--- config.mk ---
export PLATFORM = sky130hd
export DESIGN_NAME = pdt_output_path
export DESIGN_NICKNAME = d
export VERILOG_FILES = /design/src/rtl/pdt_pkg.sv /design/src/rtl/pdt_output_path.sv
export VERILOG_INCLUDE_DIRS = /design/src /design/src/rtl
export SDC_FILE = /design/constraint.sdc
export NUM_CORES = 1
export LEC_CHECK = 0
export ABC_AREA = 1
export BUFFER_PORTS_ARGS = -buffer_cell sky130_fd_sc_hd__buf_2
export CORE_MARGIN = 1
export CORE_UTILIZATION = 25
export CTS_BUF_LIST = sky130_fd_sc_hd__clkbuf_4 sky130_fd_sc_hd__clkbuf_8
export CTS_CLUSTER_DIAMETER = 150
export DETAILED_ROUTE_END_ITERATION = 6
export HOLD_SLACK_MARGIN = 0.03
export PLACE_DENSITY_LB_ADDON = 0.25
export SYNTH_ARGS = -nofsm -noshare
export SYNTH_HDL_FRONTEND = slang
export SYNTH_SLANG_ARGS = --single-unit
--- constraint.sdc ---
create_clock -name pclk -period 1.9 [get_ports pclk]
set_input_delay 0.19 -clock pclk [delete_from_list [all_inputs] [get_ports pclk]]
set_output_delay 0.19 -clock pclk [all_outputs]
set_load 0.03 [all_outputs]
--- src/rtl/pdt_params.svh ---
/*
  offsets, field positions, reset values and widths of the dead-time output path.
  assumes inclusion by bare name from the package and the design module.
*/
`ifndef PDT_PARAMS_SVH
`define PDT_PARAMS_SVH

// ----------------------------------------
// register offsets (byte addresses)
// ----------------------------------------
`define PDT_OFS_DTCTRL   8'h00
`define PDT_OFS_TCMD     8'h04
`define PDT_OFS_MODCTRL  8'h08
`define PDT_OFS_PSL      8'h0C
`define PDT_OFS_TRAPEN   8'h10
`define PDT_OFS_COMPARE_STATUS_REG  8'h14

// ----------------------------------------
// field positions
// ----------------------------------------
`define PDT_DT_LEN_LSB   0
`define PDT_DT_EN_LSB    8
`define PDT_DT_BUSY_LSB  16
`define PDT_CMD_DEAD_TIME_RESET_CMD    0
`define PDT_CMD_STE_SET  1
`define PDT_CMD_STE_CLR  2
`define PDT_CMD_STE_RD   3
`define PDT_MOD_T12_LSB  0
`define PDT_MOD_MCM      7
`define PDT_MOD_T13_LSB  8
`define PDT_CMP_ST_LSB   0
`define PDT_CMP_SEL_LSB  8

// ----------------------------------------
// widths and reset values
// ----------------------------------------
`define PDT_ADDR_W       8
`define PDT_DT_W         8
`define PDT_NCH          3
`define PDT_NOUT         6
`define PDT_RST_DT_LEN   8'h00
`define PDT_RST_DT_EN    3'h0
`define PDT_RST_ACT_SEL  6'h2A
`define PDT_RST_PSL      6'h00
`define PDT_RST_MOD      6'h00
`define PDT_RST_TRAPEN   6'h00

`endif

--- src/rtl/pdt_pkg.sv ---
/*
  types of the dead-time output path: timer status carrier and the module state.
  assumes pdt_params.svh sits beside it on the include path.
*/
`include "pdt_params.svh"

package pdt_pkg;

  // ----------------------------------------
  // timer status from the main timer
  // ----------------------------------------
  typedef struct packed {
    logic run;
    logic count_down;
    logic period_match;
    logic one_match;
  } pdt_timer_s;

  // ----------------------------------------
  // whole state of the output path
  // ----------------------------------------
  typedef struct packed {
    logic [`PDT_DT_W-1:0]                   dead_time_length;
    logic [`PDT_NCH-1:0]                    dead_time_enable;
    logic [`PDT_NCH-1:0]                    st_prev;
    logic [`PDT_NCH-1:0][`PDT_DT_W-1:0]     dt_cnt;
    logic [`PDT_NOUT-1:0]                   main_timer_mod_enable;
    logic [`PDT_NOUT-1:0]                   aux_timer_mod_enable;
    logic                                   multichannel_mod_enable;
    logic [`PDT_NOUT-1:0]                   trap_enable;
    logic [`PDT_NOUT-1:0]                   psl_shadow;
    logic [`PDT_NOUT-1:0]                   psl_work;
    logic [`PDT_NOUT-1:0]                   act_before;
    logic                                   shadow_transfer_enable;
    logic [`PDT_NCH-1:0]                    primary_output;
    logic [`PDT_NCH-1:0]                    complementary_output;
    logic                                   pready;
    logic                                   pslverr;
    logic [31:0]                            prdata;
  } pdt_state_s;

endpackage

--- src/rtl/pdt_output_path.sv ---
/*
  compare-mode output path of a three-channel pwm unit: dead time, state selection,
  output modulation, passive level selection, plus the apb register slave.
  assumes channel state bits, timer status, aux compare signal, pattern bits and
  trap state come from logic on pclk; pins go to external power switch drivers.
*/
// Implementation choices: the register addresses and the APB slave port.
`include "pdt_params.svh"

// What this block does
// - delay passive-to-active edges only
// - state change starts dead-time counter on pclk
// - one dead-time length for all channels
// - reset command idles all dead-time counters
// - per-channel enable; disabled counter never delays
// - state changes ignored while dead time runs
// - direct and inverted copies masked by counter
// - direct and inverted never active together
// - per-output select: active before or after
// - main compare signal gated per output
// - aux compare signal gated per output
// - pattern bits gated by one shared enable
// - active only when all enabled inputs active
// - nothing enabled gives passive
// - trap forces trap-enabled outputs passive
// - pin is passive level, inverted when active
// - passive levels shadowed, copied on transfer
// - reads give working levels, writes shadow
// - identical structure for all three channels
// - transfer when stopped or on matches
module pdt_output_path (
  // clock and reset
  input  wire logic                       pclk,
  input  wire logic                       presetn,
  // apb slave
  input  wire logic                       psel,
  input  wire logic                       penable,
  input  wire logic                       pwrite,
  input  wire logic [`PDT_ADDR_W-1:0]     paddr,
  input  wire logic [31:0]                pwdata,
  output logic      [31:0]                prdata,
  output logic                            pready,
  output logic                            pslverr,
  // compare sources
  input  wire logic [`PDT_NCH-1:0]        channel_state_bit,
  input  wire pdt_pkg::pdt_timer_s        timer,
  input  wire logic                       aux_compare_signal,
  input  wire logic [`PDT_NOUT-1:0]       multichannel_pattern_bit,
  input  wire logic                       trap_state,
  // output pins
  output logic      [`PDT_NCH-1:0]        primary_output,
  output logic      [`PDT_NCH-1:0]        complementary_output
);

  // ----------------------------------------
  // state and combinational helpers
  // ----------------------------------------
  pdt_pkg::pdt_state_s      s;
  pdt_pkg::pdt_state_s      next_s;
  logic [`PDT_NCH-1:0]      dt_start;
  logic [`PDT_NCH-1:0]      dt_busy;
  logic [`PDT_NCH-1:0]      dir_sig;
  logic [`PDT_NCH-1:0]      inv_sig;
  logic [`PDT_NOUT-1:0]     mod_act;
  logic [`PDT_NOUT-1:0]     cmp_sig;
  logic                     main_shadow_transfer;
  logic                     wr_acc;
  logic                     dead_time_reset_cmd;

  // ----------------------------------------
  // next state
  // ----------------------------------------
  always_comb begin
    logic [`PDT_NOUT-1:0] any_en;
    logic                 rd_hit;
    logic [31:0]          rd_val;
    cmp_sig = '0;
    any_en  = '0;
    rd_hit  = 1'b0;
    rd_val  = 32'h0000_0000;
    next_s  = s;

    wr_acc = psel & penable & s.pready & pwrite;
    dead_time_reset_cmd = wr_acc && (paddr == `PDT_OFS_TCMD) && pwdata[`PDT_CMD_DEAD_TIME_RESET_CMD];

    main_shadow_transfer = !timer.run
      || (s.shadow_transfer_enable && timer.period_match && !timer.count_down)
      || (s.shadow_transfer_enable && timer.one_match && timer.count_down);

    // dead-time stage, one per channel
    for (int c = 0; c < `PDT_NCH; c++) begin
      // a zero length means no dead time at all, not a wrap to 255
      dt_start[c] = s.dead_time_enable[c] && (channel_state_bit[c] != s.st_prev[c])
        && (s.dt_cnt[c] == '0) && (s.dead_time_length != '0);
      dt_busy[c] = s.dead_time_enable[c] && (dt_start[c] || (s.dt_cnt[c] != '0));
      dir_sig[c] = channel_state_bit[c] & ~dt_busy[c];
      inv_sig[c] = ~channel_state_bit[c] & ~dt_busy[c];
      next_s.st_prev[c] = channel_state_bit[c];
      if (dead_time_reset_cmd || !s.dead_time_enable[c]) begin
        next_s.dt_cnt[c] = '0;
      end else if (dt_start[c]) begin
        next_s.dt_cnt[c] = s.dead_time_length - 8'h01;
      end else if (s.dt_cnt[c] != '0) begin
        next_s.dt_cnt[c] = s.dt_cnt[c] - 8'h01;
      end
      // state selection: even index primary, odd complementary
      cmp_sig[2*c]   = s.act_before[2*c]   ? inv_sig[c] : dir_sig[c];
      cmp_sig[2*c+1] = s.act_before[2*c+1] ? inv_sig[c] : dir_sig[c];
    end

    // modulation and level selection, one per output
    for (int y = 0; y < `PDT_NOUT; y++) begin
      any_en[y] = s.main_timer_mod_enable[y] | s.aux_timer_mod_enable[y] | s.multichannel_mod_enable;
      mod_act[y] = any_en[y]
        && (!s.main_timer_mod_enable[y] || cmp_sig[y])
        && (!s.aux_timer_mod_enable[y] || aux_compare_signal)
        && (!s.multichannel_mod_enable || multichannel_pattern_bit[y])
        && !(trap_state && s.trap_enable[y]);
    end
    for (int c = 0; c < `PDT_NCH; c++) begin
      next_s.primary_output[c]       = s.psl_work[2*c] ^ mod_act[2*c];
      next_s.complementary_output[c] = s.psl_work[2*c+1] ^ mod_act[2*c+1];
    end

    // working passive levels only move on the shadow transfer
    if (main_shadow_transfer) begin
      next_s.psl_work = s.psl_shadow;
      next_s.shadow_transfer_enable = 1'b0;
    end

    // register writes take effect at the access edge
    if (wr_acc) begin
      case (paddr)
        `PDT_OFS_DTCTRL: begin
          next_s.dead_time_length = pwdata[`PDT_DT_LEN_LSB +: `PDT_DT_W];
          next_s.dead_time_enable = pwdata[`PDT_DT_EN_LSB +: `PDT_NCH];
        end
        `PDT_OFS_TCMD: begin
          // a software set beats the automatic clear in the same cycle
          if (pwdata[`PDT_CMD_STE_CLR]) begin
            next_s.shadow_transfer_enable = 1'b0;
          end
          if (pwdata[`PDT_CMD_STE_SET]) begin
            next_s.shadow_transfer_enable = 1'b1;
          end
        end
        `PDT_OFS_MODCTRL: begin
          next_s.main_timer_mod_enable   = pwdata[`PDT_MOD_T12_LSB +: `PDT_NOUT];
          next_s.aux_timer_mod_enable    = pwdata[`PDT_MOD_T13_LSB +: `PDT_NOUT];
          next_s.multichannel_mod_enable = pwdata[`PDT_MOD_MCM];
        end
        `PDT_OFS_PSL: begin
          next_s.psl_shadow = pwdata[`PDT_NOUT-1:0];
        end
        `PDT_OFS_TRAPEN: begin
          next_s.trap_enable = pwdata[`PDT_NOUT-1:0];
        end
        `PDT_OFS_COMPARE_STATUS_REG: begin
          next_s.act_before = pwdata[`PDT_CMP_SEL_LSB +: `PDT_NOUT];
        end
        default: begin
        end
      endcase
    end

    // read mux, sampled at the setup edge
    rd_hit = 1'b1;
    case (paddr)
      `PDT_OFS_DTCTRL: begin
        rd_val[`PDT_DT_LEN_LSB +: `PDT_DT_W] = s.dead_time_length;
        rd_val[`PDT_DT_EN_LSB +: `PDT_NCH]   = s.dead_time_enable;
        rd_val[`PDT_DT_BUSY_LSB +: `PDT_NCH] = dt_busy;
      end
      `PDT_OFS_TCMD: begin
        rd_val[`PDT_CMD_STE_RD] = s.shadow_transfer_enable;
      end
      `PDT_OFS_MODCTRL: begin
        rd_val[`PDT_MOD_T12_LSB +: `PDT_NOUT] = s.main_timer_mod_enable;
        rd_val[`PDT_MOD_T13_LSB +: `PDT_NOUT] = s.aux_timer_mod_enable;
        rd_val[`PDT_MOD_MCM]                  = s.multichannel_mod_enable;
      end
      `PDT_OFS_PSL: begin
        rd_val[`PDT_NOUT-1:0] = s.psl_work;
      end
      `PDT_OFS_TRAPEN: begin
        rd_val[`PDT_NOUT-1:0] = s.trap_enable;
      end
      `PDT_OFS_COMPARE_STATUS_REG: begin
        rd_val[`PDT_CMP_ST_LSB +: `PDT_NCH]   = channel_state_bit;
        rd_val[`PDT_CMP_SEL_LSB +: `PDT_NOUT] = s.act_before;
      end
      default: begin
        rd_hit = 1'b0;
      end
    endcase

    // zero-wait slave: ready rises for the access cycle after every setup
    next_s.pready = psel & ~penable;
    if (psel && !penable) begin
      next_s.prdata  = pwrite ? 32'h0000_0000 : rd_val;
      next_s.pslverr = ~rd_hit;
    end
  end

  // ----------------------------------------
  // state register
  // ----------------------------------------
  always_ff @(posedge pclk or negedge presetn) begin
    if (!presetn) begin
      s                         <= '0;
      s.dead_time_length        <= `PDT_RST_DT_LEN;
      s.dead_time_enable        <= `PDT_RST_DT_EN;
      s.act_before              <= `PDT_RST_ACT_SEL;
      s.psl_shadow              <= `PDT_RST_PSL;
      s.psl_work                <= `PDT_RST_PSL;
      s.main_timer_mod_enable   <= `PDT_RST_MOD;
      s.aux_timer_mod_enable    <= `PDT_RST_MOD;
      s.trap_enable             <= `PDT_RST_TRAPEN;
    end else begin
      s <= next_s;
    end
  end

  assign prdata               = s.prdata;
  assign pready               = s.pready;
  assign pslverr              = s.pslverr;
  assign primary_output       = s.primary_output;
  assign complementary_output = s.complementary_output;

  for (genvar c = 0; c < `PDT_NCH; c++) begin : g_chk

  end

  // ----------------------------------------
  // per-output modulation checks
  // ----------------------------------------
  for (genvar y = 0; y < `PDT_NOUT; y++) begin : g_out

  end
endmodule

* Word-level counts from Yosys, hierarchy flattened
Index checks and enable logic that the tools add are counted.
** Cells by class
- Add/sub/neg operators :: 4
- Equal/unequal tests :: 8
- Muxes and demuxes :: 30
- Bitwise operators :: 36
- Reductions and logical operators :: 117
** Operator list (number)
- $mux 8 :: 9
- $logic_and 1x1->1 :: 49
- $logic_not 8->1 :: 4
- $reduce_bool 8->1 :: 4
- $sub 8x1->8 const B :: 4
- $logic_or 1x1->1 :: 26
- $logic_not 1->1 :: 25
- $mux 19 :: 1
- $eq 8x4->1 const B :: 2
- $eq 8x5->1 const B :: 2
- $pmux 3 s5 :: 1
- $mux 1 :: 13
- $or 1x1->1 :: 12
- $and 1x1->1 :: 10
- $reduce_and 2->1 :: 5
- $pmux 3 s3 :: 1
- $reduce_bool 3->1 :: 3
- $eq 8x3->1 const B :: 1
- $not 1->1 :: 8
- $pmux 2 s4 :: 1
- $pmux 3 s2 :: 1
- $reduce_or 6->1 :: 1
- $xor 1x1->1 :: 6
- $pmux 1 s5 :: 1
- 3 further kinds :: 5
** Word-level totals
- Bits in registers :: 116
- Bits of input ports :: 60
- Output and inout port bits :: 40
- Logic and storage cells :: 214

* Logic depth before layout (Yosys ltp)
- Depth after elaboration :: 15
- Depth in mapped cells :: 11
- Mapped depth without buffers :: 11

* Worst setup path before layout
OpenSTA, ideal clock, no wires.
- Kind :: register to register
- From :: reg s[94] (netlist bit)
- To :: reg s, in the netlist primary_output[2]
- Library setup time :: 117 ps
- Arrival time :: 1428 ps
- Required time :: 1783 ps
- Setup slack :: 355 ps
- Stages on the path, launching flop included :: 12
- Buffers on the path :: 0
- Clock period less this slack :: 1545 ps
- Cells stage by stage :: dfrtp_1 -> inv_1 -> ha_1 -> nand3_1 -> nor3_4 -> nand2_2 -> nand2_2 -> nand3_1 -> nand3_2 -> nand2_1 -> nand2_1 -> nand2_1
** RTL lines
- start: declaration :: RTL line pdt_output_path.sv:58 : pdt_pkg::pdt_state_s s;
- start signal: assignment :: RTL line pdt_output_path.sv:220 : s <= next_s;

==> impl_metrics.ini <==
[clocking]
clk_path_buf_depth = 2
insertion_delay_ns = 0.39
root_buffer = clkbuf_8
cts_tree = built
clock-sinks = 101
numCtsBuffers = 9
h-tree-depth = 3
path_clk_slew_ns = 0.11
post_cts_buffers = 0

[yosys]
ys_types = 44
synth_top_cell_by_area = dfrtp_1
netlist_top_cells_count = nand2_1 (160), dfrtp_1 (98), inv_1 (74)
synth_warnings = 0
yosysMostFrequentCell = nand2_1
synthArstFlopShare_pct = 100
ys_seq_area_share_pct = 43.2
synthTopCellsByArea = dfrtp_1 (42%), nand2_1 (10%), buf_4 (4.9%)
synth-main-ff-cell = dfrtp_1
synth_edf_count = 0
synth-seq-cells = 101
netlist_area_sq_um = 5860
syn_inst = 707
synth_top_area_share_pct = 41.8
avgSynthCellArea_sq_um = 8.29

[final_layout]
areaGrowthSynthToFinish_pct = 14.9
nNetsFinal = 848
drive_gt1_share_pct = 25.7
stdcell_count = 1099
num-fill-cells = 2524

[setup_path]
cp-start-kind = flip-flop
path_max_fanout = 5
cp.required_ns = 2.19
slowest_stage = dfrtp_1
worstReg2RegStart = s[95]
critPathBufInv = 1
worstPathArrival_ns = 2.05
crit_type = flip-flop to flip-flop
end_kind = flip-flop
reg2regPathDepth = 11
path_cells = inv_1 -> ha_1 -> nand3_1 -> nor3_4 -> nand2_2 -> nand2_2 -> nand3_1 -> nand3_1 -> nand2_1 -> nand2_1 -> nand2_1
critPathTopFamily = simple AND/OR/NAND/NOR gates
r2r_slack_ns = 0.14
slowest_delay_ns = 0.37
rr_endpoint = complementary_output[2]

[detailed_routing]
final_antenna_net_count = 0
initialDrtViolationCount = 274
post_drt_wl_per_cell_um = 14.8
num_vias = 4723
routed_wl_um = 16300
drt_pass1_iterations = 4
drc = 0
viasPerCell = 4.30

[outcome]
status = complete, no violations

[die]
num_rows = 55
die_height_um = 155
core_sq_um = 22800
die_w_um = 155
num_io_pins = 100
initial_core_util_pct = 25.7
dieArea_sq_um = 24100

[run]
drv_cap = 0

[timing]
finalMaxSlewViolations = 0
finalSetupViolCount = 0
grt_setup_unrepaired = true
tightestPinTransition_ns = 0.620
period_needed_ns = 1.76
post-route-period-util_pct = 92.5
fin_skew_ns = 0.0154
fmax_mhz = 569
whs_ns = 0.0489
maxSlewHeadroom_pct = 57.6
final-hold-violation-count = 0

[placed_design]
gp_congestion = 0.880
portBuffers = 66
hpwl_um = 13000
place_inst = 1075

[power_and_ir_drop]
peakVddDrop_mv = 0.264
totalPowerFinal_mw = 3.79
power.density_nw_per_um2 = 563
p_leak_nw = 3.28

[global_route]
track_usage_pct = 14.3
grt_pass1_wl_um = 25900
grt_max_degree = 40
antenna_found_initial = 1
gr-total-overflow = 0
grt_pass1_vias = 4631

[hold_path]
hp-start = pwdata[11]
hold_end = s[44]
min_path_cells = 3
hold_class = input pin to flip-flop
==> flip-flops by register name (all words and copies together) (netlist names) <==
name,count
pready,1
complementary_output,3
pslverr,1
primary_output,3
prdata,17
s,76
==> logic make-up (layout without fill, tap and decap cells) <==
logic type,count (synthesis),in the layout,share of synthesized area [%]
other,1,16,0.0640
buffers and inverters,142,206,12.2
AOI/OAI and AO/OA,123,123,14.0
adders and majority gates,8,8,1.71
xor gates and xnor gates,19,19,2.84
and+or+nand+nor,313,313,26.0
DFF,101,101,43.2
==> cells in the final DEF (no fill, tap or decap), types with 4 or more instances in the layout <==
master and instances:
o21ai_1 35, nor2_4 10, o21ai_0 30, nand2_1 160, o22ai_1 11, nand2_2 16
o221ai_1 5, ha_1 8, inv_1 74, clkinvlp_4 4, nor2_2 8, buf_2 65
nor3_1 9, dlygate4sd3_1 7, buf_4 23, nand4_1 5, a21oi_1 4, o21ai_2 15
a211oi_2 7, nor2_1 36, clkbuf_8 9, inv_2 15, inv_4 4, xor2_1 17
dfrtp_1 98, conb_1 15, nand3_2 7, nand3_1 50
==> worst max-delay path by stage <==
stage / from / endpoint / slack [ns] / depth (start not counted)
6_report: s[95] / complementary_output[2] / 0.14 / 11
5_1_grt: s[86] / s[86] / -0.04 / 7
4_1_cts: s[86] / complementary_output[1] / 0.13 / 11
3_5_place_dp: s[86] / complementary_output[1] / 0.14 / 11
3_3_place_gp: s[86] / complementary_output[1] / 0.15 / 11
2_1_floorplan: s[94] / primary_output[2] / 0.36 / 11
==> report_power, final <==
| part | switching [mW] | internal (mW) | total (mW) | leakage, nW |
|---|---|---|---|---|
| clock | 0.828 | 0.501 | 1.33 | 0.0790 |
| combinational | 0.209 | 0.0804 | 0.290 | 1.82 |
| sequential | 0.00843 | 2.16 | 2.17 | 1.38 |
==> routing by layer <==
metal  routed length [um]  global-route usage [%]  up-vias
met5                    0                       0        -
met4                  246                    4.53        0
met3                  692                    2.65       17
met2                 7310                    22.1       91
met1                 8020                    20.0     2205
li1                     -                       -     2410
==> repair_timing <==
action                     4_1_cts  5_1_grt
hold buffers                     7        0
gates resized for setup          0        2
setup endpoints to repair        0        3
hold endpoints to repair        37        0
==> metrics by stage <==
| stage | setup WS (ns) | util (%) | setup TNS (ns) | area [sq um] |
|---|---|---|---|---|
| floorplan | 0.355 | - | 0 | 5910 |
| global placement | 0.154 | 28.3 | 0 | 6470 |
| detailed placement | 0.143 | 28.3 | 0 | 6470 |
| CTS | 0.129 | 29.4 | 0 | 6720 |
| global route | -0.0367 | 29.5 | -0.0529 | 6730 |
| finish | 0.142 | 29.5 | 0 | 6730 |
==> final cells by class <==
type                            instances  area (sq um)  share of cell area [%]
Antenna cell                            1          2.50                  0.0372
Clock buffer                           10           131                    1.95
Clock inverter                          6          47.5                   0.706
Inverter                               94           364                    5.41
Multi-Input combinational cell        478          2680                    39.8
Sequential cell                       101          2530                    37.6
Tap cell                              313           392                    5.82
Timing Repair Buffer                   96           588                    8.73
==> worst register-to-register path: cells and delay by family (launching register included) <==
kind          cells  cell delay [ns]
flops             1             0.37
fa+ha+maj         1             0.18
buf+inv           1             0.13
simple gates      9             0.99
No activity file was read; power rests on OpenSTA's default activity.
